`src/xp_cfg.svh`:
```
/*
 * Constants of the crosspoint configuration host: register offsets,
 * field positions, reset values and timing counts.
 * Assumes a 125 MHz reference clock; include by bare name.
 */
`ifndef XP_CFG_SVH
`define XP_CFG_SVH

// Register byte offsets of the host's own command port
`define XP_REG_CMD 8'h00
`define XP_REG_ROW_ADDR 8'h04
`define XP_REG_ROW_DATA 8'h08
`define XP_REG_STATUS 8'h0C
`define XP_REG_READBACK 8'h10
`define XP_REG_MODE 8'h14

// Status field positions
`define XP_ST_BUSY 0
`define XP_ST_DONE 1
`define XP_ST_REFUSED 2
// Mode field position
`define XP_MODE_FAST 0

// Row word layout on the data pins
`define XP_ADDR_W 5
`define XP_DATA_W 7
`define XP_SEL_W 6
`define XP_ON_BIT 6
`define XP_BCAST_ADDR 5'h11
`define XP_MAX_INPUT 6'h20

// Reset values
`define XP_ADDR_RST 5'h00
`define XP_DATA_RST 7'h00

// Timing: clock period in ps, times in ns as documented
`define XP_CLK_PS 8000
`define XP_VEC_NS 15
`define XP_APPLY_NS 30
`define XP_SYNC_CYC 2
// Least times round up to whole cycles
`define XP_VEC_CYC ((`XP_VEC_NS * 1000 + `XP_CLK_PS - 1) / `XP_CLK_PS)
`define XP_APPLY_CYC ((`XP_APPLY_NS * 1000 + `XP_CLK_PS - 1) / `XP_CLK_PS)
// Readback strobe: access time, input sync, pin register lag and margin
`define XP_RB_CYC (`XP_APPLY_CYC + `XP_SYNC_CYC + 2)

`endif

```
`src/xp_pkg.sv`:
```
/*
 * Types shared by the crosspoint configuration host.
 * Assumes nothing beyond a SystemVerilog compiler.
 */
package xp_pkg;
    // Commands software may issue; numeric value is the CMD field
    typedef enum logic [2:0] {
        OP_NONE, OP_OFF, OP_WRITE, OP_UPDATE, OP_READ, OP_TWRITE
    } op_t;

    // Sequencer steps, one vector or more each except the one-cycle release
    typedef enum logic [2:0] {
        ST_IDLE, ST_SETUP, ST_STROBE, ST_GAP, ST_SETTLE, ST_RELEASE
    } step_t;
endpackage : xp_pkg

```
`src/xp_step_if.sv`:
```
/*
 * Carrier between the sequencer and its step timer.
 * Assumes both ends share one clock.
 */
`timescale 1ns/1ps
`default_nettype none
interface xp_step_if;
    logic load;          // Start a new step
    logic [3:0] cycles;  // Step length in cycles, at least one
    logic expired;       // Last cycle of the step

    modport owner (output load, output cycles, input expired);
    modport timer (input load, input cycles, output expired);
endinterface : xp_step_if
`default_nettype wire

```
`src/xp_host.sv`:
```
/*
 * Host controller for the parallel configuration port of a 33x17
 * crosspoint switch. Software issues one command at a time through a
 * plain register port; the sequencer then drives the strobes in vector
 * steps of at least 15 ns and reads back second-rank words.
 * Assumes: one 125 MHz clock, switch pins reached directly, the switch
 * drives the data pins only while the readback strobe is low.
 */
`timescale 1ns/1ps
`include "xp_cfg.svh"
`default_nettype none

module xp_host (
    input wire logic I_REF_CLK,
    input wire logic I_NRST,
    input wire logic [7:0] I_ADDR,
    input wire logic [31:0] I_WDATA,
    input wire logic I_WR,
    input wire logic I_RD,
    output logic [31:0] O_RDATA,
    output logic O_XP_OFF_N,
    output logic O_XP_SEL_N,
    output logic O_XP_WRITE_N,
    output logic O_XP_UPDATE_N,
    output logic O_RANK_TWO_OUTPUT_DRIVE_N,
    output logic [`XP_ADDR_W-1:0] O_XP_ADDR,
    output logic [`XP_DATA_W-1:0] O_XP_DATA,
    output logic O_XP_DATA_OE_N,
    input wire logic [`XP_DATA_W-1:0] I_XP_DATA
);
    logic rst_meta;                    // Reset release, first stage
    logic rst_n;                       // Reset used by all logic
    xp_pkg::step_t state;              // Sequencer step
    xp_pkg::step_t next_state;         // Step for the next cycle
    xp_pkg::op_t cur_op;               // Command being carried out
    xp_pkg::op_t req_op;               // Command field of a write
    logic cur_fast;                    // Fast mode latched at start
    logic [`XP_ADDR_W-1:0] row_addr;   // Software row address
    logic [`XP_DATA_W-1:0] row_data;   // Software row word
    logic [`XP_ADDR_W-1:0] cur_addr;   // Address latched at start
    logic [`XP_DATA_W-1:0] cur_data;   // Word latched at start
    logic [`XP_DATA_W-1:0] rb_data;    // Last word read back
    logic [`XP_DATA_W-1:0] pins_sync;  // Synchronised data pins
    logic fast;                        // Mode: drop idle vectors
    logic done;                        // Sticky: command finished
    logic refused;                     // Sticky: command refused
    logic busy;                        // Sequencer not idle
    logic cmd_wr;                      // Write to the command register
    logic cmd_legal;                   // Command may start now
    logic cmd_go;                      // Command accepted
    logic applies;                     // Command changes the outputs
    logic rb_take;                     // Capture readback word

    xp_step_if step ();

    // Reset released through two flops, asserted at once
    always_ff @(posedge I_REF_CLK or negedge I_NRST) begin
        if (!I_NRST) begin
            rst_meta <= 1'b0;
            rst_n <= 1'b0;
        end else begin
            rst_meta <= 1'b1;
            rst_n <= rst_meta;
        end
    end

    xp_step_timer u_timer (
        .i_clk(I_REF_CLK),
        .i_rst_n(rst_n),
        .step(step.timer)
    );

    // Data pins are asynchronous to us: sample through two flops
    xp_pin_sampler u_sampler (
        .i_clk(I_REF_CLK),
        .i_rst_n(rst_n),
        .i_pins(I_XP_DATA),
        .o_pins(pins_sync)
    );

    assign busy = (state != xp_pkg::ST_IDLE);
    assign cmd_wr = I_WR && (I_ADDR == `XP_REG_CMD);
    assign req_op = xp_pkg::op_t'(I_WDATA[2:0]);
    assign applies = (cur_op != xp_pkg::OP_WRITE) &&
        (cur_op != xp_pkg::OP_READ);
    assign rb_take = (state == xp_pkg::ST_STROBE) &&
        (cur_op == xp_pkg::OP_READ) && step.expired;

    // Reject reserved rows, reserved inputs and broadcast readback
    always_comb begin
        cmd_legal = !busy;
        unique case (req_op)
            xp_pkg::OP_OFF, xp_pkg::OP_UPDATE: begin
            end
            xp_pkg::OP_WRITE, xp_pkg::OP_TWRITE: begin
                // Broadcast row is legal for writes
                if (row_addr > `XP_BCAST_ADDR) cmd_legal = 1'b0;
                if (row_data[`XP_SEL_W-1:0] > `XP_MAX_INPUT) begin
                    cmd_legal = 1'b0;
                end
            end
            xp_pkg::OP_READ: begin
                // Broadcast row cannot be read back
                if (row_addr >= `XP_BCAST_ADDR) cmd_legal = 1'b0;
            end
            default: cmd_legal = 1'b0; // Codes 0, 6, 7
        endcase
    end
    assign cmd_go = cmd_wr && cmd_legal;

    // Software settings
    always_ff @(posedge I_REF_CLK or negedge rst_n) begin
        if (!rst_n) begin
            row_addr <= `XP_ADDR_RST;
            row_data <= `XP_DATA_RST;
            fast <= 1'b0;
        end else if (I_WR) begin
            if (I_ADDR == `XP_REG_ROW_ADDR) begin
                row_addr <= I_WDATA[`XP_ADDR_W-1:0];
            end
            if (I_ADDR == `XP_REG_ROW_DATA) begin
                row_data <= I_WDATA[`XP_DATA_W-1:0];
            end
            if (I_ADDR == `XP_REG_MODE) begin
                fast <= I_WDATA[`XP_MODE_FAST];
            end
        end
    end

    // Command latched at acceptance so later writes cannot disturb it
    always_ff @(posedge I_REF_CLK or negedge rst_n) begin
        if (!rst_n) begin
            cur_op <= xp_pkg::OP_NONE;
            cur_fast <= 1'b0;
            cur_addr <= `XP_ADDR_RST;
            cur_data <= `XP_DATA_RST;
        end else if (cmd_go) begin
            cur_op <= req_op;
            cur_fast <= fast;
            cur_addr <= row_addr;
            cur_data <= row_data;
        end
    end

    // Step order: setup (skipped by disable), strobe, optional gap, optional settle, release
    always_comb begin
        next_state = state;
        unique case (state)
            xp_pkg::ST_IDLE: begin
                if (cmd_go) begin
                    // Disable pulse needs no select
                    next_state = (req_op == xp_pkg::OP_OFF) ?
                        xp_pkg::ST_STROBE : xp_pkg::ST_SETUP;
                end
            end
            xp_pkg::ST_SETUP: begin
                if (step.expired) next_state = xp_pkg::ST_STROBE;
            end
            xp_pkg::ST_STROBE: begin
                if (step.expired) begin
                    if (!cur_fast) begin
                        next_state = xp_pkg::ST_GAP;
                    end else if (applies) begin
                        next_state = xp_pkg::ST_SETTLE;
                    end else begin
                        next_state = xp_pkg::ST_RELEASE;
                    end
                end
            end
            xp_pkg::ST_GAP: begin
                if (step.expired) begin
                    next_state = applies ? xp_pkg::ST_SETTLE :
                        xp_pkg::ST_RELEASE;
                end
            end
            xp_pkg::ST_SETTLE: begin
                if (step.expired) next_state = xp_pkg::ST_RELEASE;
            end
            xp_pkg::ST_RELEASE: next_state = xp_pkg::ST_IDLE;
        endcase
    end

    // Step length of the step being entered
    always_comb begin
        step.load = (next_state != state);
        unique case (next_state)
            xp_pkg::ST_STROBE: begin
                // From idle the latched op is still the previous one
                step.cycles = (((state == xp_pkg::ST_IDLE) ? req_op :
                    cur_op) == xp_pkg::OP_READ) ?
                    4'(`XP_RB_CYC) : 4'(`XP_VEC_CYC);
            end
            // Outputs settle within 30 ns before we report done
            xp_pkg::ST_SETTLE: step.cycles = 4'(`XP_APPLY_CYC);
            xp_pkg::ST_SETUP, xp_pkg::ST_GAP: step.cycles = 4'(`XP_VEC_CYC);
            default: step.cycles = 4'h1;
        endcase
    end

    // Sequencer register
    always_ff @(posedge I_REF_CLK or negedge rst_n) begin
        if (!rst_n) begin
            state <= xp_pkg::ST_IDLE;
        end else begin
            state <= next_state;
        end
    end

    // Pin drivers: registered, lag the step by one cycle
    always_ff @(posedge I_REF_CLK or negedge rst_n) begin
        if (!rst_n) begin
            O_XP_OFF_N <= 1'b1;
            O_XP_SEL_N <= 1'b1;
            O_XP_WRITE_N <= 1'b1;
            O_XP_UPDATE_N <= 1'b1;
            O_RANK_TWO_OUTPUT_DRIVE_N <= 1'b1;
            O_XP_DATA_OE_N <= 1'b1;
        end else begin
            // Disable pulse ignores select entirely
            O_XP_OFF_N <= !(state == xp_pkg::ST_STROBE &&
                cur_op == xp_pkg::OP_OFF);
            O_XP_SEL_N <= !(busy && state != xp_pkg::ST_RELEASE &&
                cur_op != xp_pkg::OP_OFF);
            O_XP_WRITE_N <= !(state == xp_pkg::ST_STROBE &&
                (cur_op == xp_pkg::OP_WRITE ||
                 cur_op == xp_pkg::OP_TWRITE));
            // Update held low alongside write gives pass-through
            O_XP_UPDATE_N <= !(state == xp_pkg::ST_STROBE &&
                (cur_op == xp_pkg::OP_UPDATE ||
                 cur_op == xp_pkg::OP_TWRITE));
            O_RANK_TWO_OUTPUT_DRIVE_N <= !(state == xp_pkg::ST_STROBE &&
                cur_op == xp_pkg::OP_READ);
            // Never drive while the switch may drive readback
            O_XP_DATA_OE_N <= !((cur_op == xp_pkg::OP_WRITE ||
                cur_op == xp_pkg::OP_TWRITE) &&
                (state == xp_pkg::ST_SETUP || state == xp_pkg::ST_STROBE ||
                 state == xp_pkg::ST_GAP));
        end
    end

    // Address and word pins follow the latched command
    always_ff @(posedge I_REF_CLK or negedge rst_n) begin
        if (!rst_n) begin
            O_XP_ADDR <= `XP_ADDR_RST;
            O_XP_DATA <= `XP_DATA_RST;
        end else begin
            O_XP_ADDR <= cur_addr;
            O_XP_DATA <= cur_data;
        end
    end

    // Readback word captured at the strobe's last cycle
    always_ff @(posedge I_REF_CLK or negedge rst_n) begin
        if (!rst_n) begin
            rb_data <= `XP_DATA_RST;
        end else if (rb_take) begin
            rb_data <= pins_sync;
        end
    end

    // Sticky flags: a set in the clearing cycle wins
    always_ff @(posedge I_REF_CLK or negedge rst_n) begin
        if (!rst_n) begin
            done <= 1'b0;
            refused <= 1'b0;
        end else begin
            done <= (state == xp_pkg::ST_RELEASE) || (done &&
                !(I_WR && I_ADDR == `XP_REG_STATUS &&
                  I_WDATA[`XP_ST_DONE]));
            refused <= (cmd_wr && !cmd_legal) || (refused &&
                !(I_WR && I_ADDR == `XP_REG_STATUS &&
                  I_WDATA[`XP_ST_REFUSED]));
        end
    end

    // Read data one cycle after the strobe, zero elsewhere
    always_ff @(posedge I_REF_CLK or negedge rst_n) begin
        if (!rst_n) begin
            O_RDATA <= 32'h00000000;
        end else if (I_RD) begin
            unique case (I_ADDR)
                `XP_REG_CMD: O_RDATA <= {29'h0, cur_op};
                `XP_REG_ROW_ADDR: O_RDATA <= {27'h0, row_addr};
                `XP_REG_ROW_DATA: O_RDATA <= {25'h0, row_data};
                `XP_REG_STATUS: O_RDATA <= {29'h0, refused, done, busy};
                `XP_REG_READBACK: O_RDATA <= {25'h0, rb_data};
                `XP_REG_MODE: O_RDATA <= {31'h0, fast};
                default: O_RDATA <= 32'h00000000;
            endcase
        end else begin
            O_RDATA <= 32'h00000000;
        end
    end
endmodule : xp_host
`default_nettype wire

```
`src/xp_step_timer.sv`:
```
/*
 * Step timer: counts the length of one sequencer step.
 * Assumes load comes one cycle before the step begins.
 */
`timescale 1ns/1ps
`default_nettype none
module xp_step_timer (
    input wire logic i_clk,
    input wire logic i_rst_n,
    xp_step_if.timer step
);
    logic [3:0] count; // Cycles left in the current step

    // Reload on a new step, else count down to zero
    always_ff @(posedge i_clk or negedge i_rst_n) begin
        if (!i_rst_n) begin
            count <= 4'h0;
        end else if (step.load) begin
            count <= step.cycles;
        end else if (count != 4'h0) begin
            count <= count - 4'h1;
        end
    end

    // Combinational handshake: the step's last cycle
    assign step.expired = (count == 4'h1);
endmodule : xp_step_timer
`default_nettype wire

```
`src/xp_pin_sampler.sv`:
```
/*
 * Two-flop synchroniser for the data pins read back from the switch.
 * Assumes the pins change without regard to the local clock.
 */
`timescale 1ns/1ps
`include "xp_cfg.svh"
`default_nettype none
module xp_pin_sampler (
    input wire logic i_clk,
    input wire logic i_rst_n,
    input wire logic [`XP_DATA_W-1:0] i_pins,
    output logic [`XP_DATA_W-1:0] o_pins
);
    logic [`XP_DATA_W-1:0] meta; // First stage, read only by second

    // One pair of flops per data bit
    for (genvar b = 0; b < `XP_DATA_W; b++) begin : g_bit
        always_ff @(posedge i_clk or negedge i_rst_n) begin
            if (!i_rst_n) begin
                meta[b] <= 1'b0;
                o_pins[b] <= 1'b0;
            end else begin
                meta[b] <= i_pins[b];
                o_pins[b] <= meta[b];
            end
        end
    end
endmodule : xp_pin_sampler
`default_nettype wire

```
`config.mk`:
```
export PLATFORM = sky130hd
export DESIGN_NAME = xp_host
export DESIGN_NICKNAME = d
export VERILOG_FILES = /design/src/xp_pkg.sv /design/src/xp_step_if.sv /design/src/xp_host.sv /design/src/xp_step_timer.sv /design/src/xp_pin_sampler.sv
export VERILOG_INCLUDE_DIRS = /design/src /design/src/src
export SDC_FILE = /design/constraint.sdc
export NUM_CORES = 1
export LEC_CHECK = 0
export ABC_CLOCK_PERIOD_IN_PS = 7700
export BUFFER_PORTS_ARGS = -buffer_cell sky130_fd_sc_hd__buf_2
export CAP_MARGIN = 15
export CORE_AREA = 2 2 90 92
export DETAILED_ROUTE_END_ITERATION = 7
export DIE_AREA = 0 0 92 94
export MAX_ROUTING_LAYER = met4
export PLACE_DENSITY = 0.81
export SYNTH_ARGS = -nofsm -noshare
export SYNTH_HDL_FRONTEND = slang
export SYNTH_SLANG_ARGS = --single-unit
export TNS_END_PERCENT = 1
```
`constraint.sdc`:
```
create_clock -name I_REF_CLK -period 7.7 [get_ports I_REF_CLK]
set_input_delay 1.54 -clock I_REF_CLK [delete_from_list [all_inputs] [get_ports I_REF_CLK]]
set_output_delay 1.54 -clock I_REF_CLK [all_outputs]
set_load 0.01 [all_outputs]
```
==> results.py <==
metrics = {
    "drt": {
        "wl_met1_um": 2920,
        "num_vias": 2394,
        "dr_wl_met2_um": 3360,
        "drtPass1Iterations": 6,
        "wl_per_cell_um": 14.9,
        "drtAntennaViolNets": 0,
        "wl_met3_um": 509,
        "routed.top_layer": "met4",
        "drc_errors": 0,
        "routed_wl_um": 6860,
        "drtIter0Drc": 162,
        "via_per_inst": 5.20,
    },
    "setup_path": {
        "cpLargestDelayFamily": "simple AND/OR/NAND/NOR gates",
        "worst_setup_path_start_kind": "input pin",
        "criticalPathCategory": "input pin to flip-flop",
        "ff2ff_path_depth": 6,
        "cp.arrival_ns": 3.54,
        "cpMaxStageDelayCell": "o211a_1",
        "cp.buffers_inverters": 1,
        "cp-end-kind": "flip-flop",
        "path_cells": "buf_2, nor4_1, and3_1, o211a_1, nor3_4, mux2_4",
        "crit_cells": 6,
        "cp_max_fo": 18,
        "cp_slowest_stage_delay_ns": 0.68,
        "required_ns": 7.94,
    },
    "sta": {
        "hold_viol": 0,
        "finalCriticalPeriod_ns": 3.30,
        "post-route-period-util_pct": 42.9,
        "slew_headroom_pct": 32.6,
        "finalSetupTns_ns": 0,
        "rsz0062_at_grt": "no",
        "finalSetupViolCount": 0,
        "clock_skew_ns": 0.00773,
        "fmax_mhz": 303,
        "tightest_slew_ns": 1.01,
        "slew_viol_final": 0,
    },
    "clock_network": {
        "hold_buffers": 0,
        "cts_resized": 0,
        "clk_path_buf_depth": 2,
        "cts_tree": "done",
        "root_buffer": "clkbuf_8",
        "clkLatencyLatePin_ns": 0.35,
        "post_cts_buffers": 0,
        "clkTransAtPathRegs_ns": 0.09,
        "clock-sinks": 86,
        "cts_max_level": 3,
        "numCtsBuffers": 9,
    },
    "die": {
        "ios": 101,
        "die_x_um": 92,
        "start_util_pct": 49.3,
        "num_rows": 32,
        "coreArea_sq_um": 7610,
        "die-area_sq_um": 8650,
        "die_h_um": 94,
    },
    "synthesis": {
        "avgSynthCellArea_sq_um": 12.4,
        "synth_area_sq_um": 3750,
        "synth-edff-count": 0,
        "ys.flop_type": "dfrtp_1",
        "ys_seq_area_share_pct": 57.6,
        "synth_warnings": 0,
        "synth.distinct_cells": 58,
        "postSynth.asyncResetShare_pct": 100,
        "syn_inst": 303,
        "ys_ff_latch": 86,
    },
    "finish": {
        "areaGrowthSynthToFinish_pct": 11.9,
        "layout_common_cells": "79 x dfrtp_1, 50 x buf_2, 35 x mux2_2",
        "area.sequential_sq_um": 2160,
        "num-nets-final": 407,
        "antenna_cells": 0,
        "utilization_pct": 55.2,
        "multiInputGateArea_sq_um": 1410,
        "fill_cells": 673,
        "layout_commonest_cell": "dfrtp_1",
        "drive_gt1_share_pct": 32.4,
    },
    "grt": {
        "antenna_found_initial": 0,
        "grt_first_pass_wirelength_um": 11400,
        "grt_max_degree": 85,
        "grt_pass1_vias": 2349,
        "grt.overflow.total": 0,
        "grt_usage_pct": 17.6,
    },
    "power_and_ir_drop": {
        "p_clk_share_pct": 29.1,
        "internal_power_mw": 0.777,
        "p_leak_nw": 2.10,
        "power_density_nw_per_um2": 268,
        "switchingPower_mw": 0.349,
        "worst_ir_drop_vdd_mv": 0.148,
        "finalPower_mw": 1.13,
        "p_seq_share_pct": 48.8,
        "switching_share_pct": 31.0,
        "p_comb_share_pct": 22.1,
    },
    "place": {
        "dp_hpwl_um": 4960,
        "io_buffers": 50,
        "gp_congestion": 0.890,
    },
    "run_status": {
        "status": "finished clean",
    },
    "hold_path": {
        "min_delay_path_depth": 0,
        "hp-class": "flip-flop to flip-flop",
    },
    "flow_run": {
        "drv_cap": 0,
    },
}
[power by group through the flow]
stage / Combinational, mW / Clock, mW / Sequential, mW
final: 0.249 / 0.327 / 0.550
after global routing: 0.279 / 0.353 / 0.559
after CTS: 0.248 / 0.335 / 0.550
after detailed placement: 0.247 / 0 / 0.559
after global placement: 0.236 / 0 / 0.556
after floorplan: 0.225 / 0 / 0.533
[per-layer routing]
| layer | up-vias | track usage, % |
|---|---|---|
| met4 | 0 | 5.10 |
| li1 | 1120 | - |
| met2 | 101 | 27.0 |
| met5 | - | - |
| met3 | 8 | 5.54 |
| met1 | 1165 | 23.0 |
[final timing paths]
path	start	end	slack, ns
worst max register to register	row_data[1]$_DFFE_PN0P_	u_timer.count[1]$_DFFE_PN0P_	5.03
worst min register to register	u_sampler.meta[4]$_DFF_PN0_	u_sampler.o_pins[4]$_DFF_PN0_	0.35
worst min-delay path	u_sampler.meta[4]$_DFF_PN0_	u_sampler.o_pins[4]$_DFF_PN0_	0.35
min in group asynchronous	rst_n$_DFF_PN0_	cur_data[3]$_DFFE_PN0N_	0.51
worst max-delay path	I_ADDR[1]	u_timer.count[1]$_DFFE_PN0P_	4.40
max in group asynchronous	rst_n$_DFF_PN0_	u_timer.count[1]$_DFFE_PN0P_	6.54
[sequential cells by signal (all words and copies together), names as in the netlist, 3 cells and up]
register and cells:
cur_data 7, row_addr 5, row_data 7, u_sampler.meta 7
cur_op 3, u_sampler.o_pins 7, cur_addr 5, state 3
O_XP_ADDR 5, rb_data 7, u_timer.count 4, O_RDATA 7
O_XP_DATA 7
[worst reg2reg max path: stages, from the launching register on]
cell and delay (ns):
dfrtp_1 0.42, or4_1 0.52, o21a_1 0.23, o21ai_2 0.20, o211a_1 0.70, nor3_4 0.16
mux2_4 0.33
[cells in the mapped netlist (all sizes together), types with 5 or more instances]
cell    count  area [sq um]
dfrtp      80          2000
mux2       36           409
buf        28           215
nor2       17          63.8
nand2      14          52.6
nand3      11          55.1
clkbuf      7          26.3
inv         7          26.3
o21ai       7          42.5
a21oi       6          30.0
dfstp       6           158
nor2b       6          37.5
a22oi       5          42.5
mux2i       5          50.1
nand2b      5          31.3
nor3        5          36.3
[cells by family after synthesis]
group | share of synthesized area (%)
fa+ha+maj | 1.27
flops | 57.6
other cells | 0.200
simple gates | 12.7
xor+xnor | 0.701
mux | 12.9
buf+inv | 7.14
compound gates | 7.54
[per-stage QoR]
stage                     instances  hold WS (ns)  worst slack [ns]  instance area, sq um
final                           460         0.354              4.40                  4200
after detailed placement        444         0.335              3.99                  3980
after global placement          444         0.332              4.05                  3980
after CTS                       460         0.355              4.38                  4200
after global routing            460         0.360              4.28                  4200
after floorplan                 327         0.331              4.59                  3840
[layout make-up]
class | count | area share, %
well taps | 102 | 3.04
flip-flops and latches | 86 | 51.6
clock buffers | 10 | 3.28
inverters | 7 | 0.626
multi-input cells | 199 | 33.6
repair buffers | 50 | 5.96
clock inverters | 6 | 1.91
(Power assumes the default switching activity.)
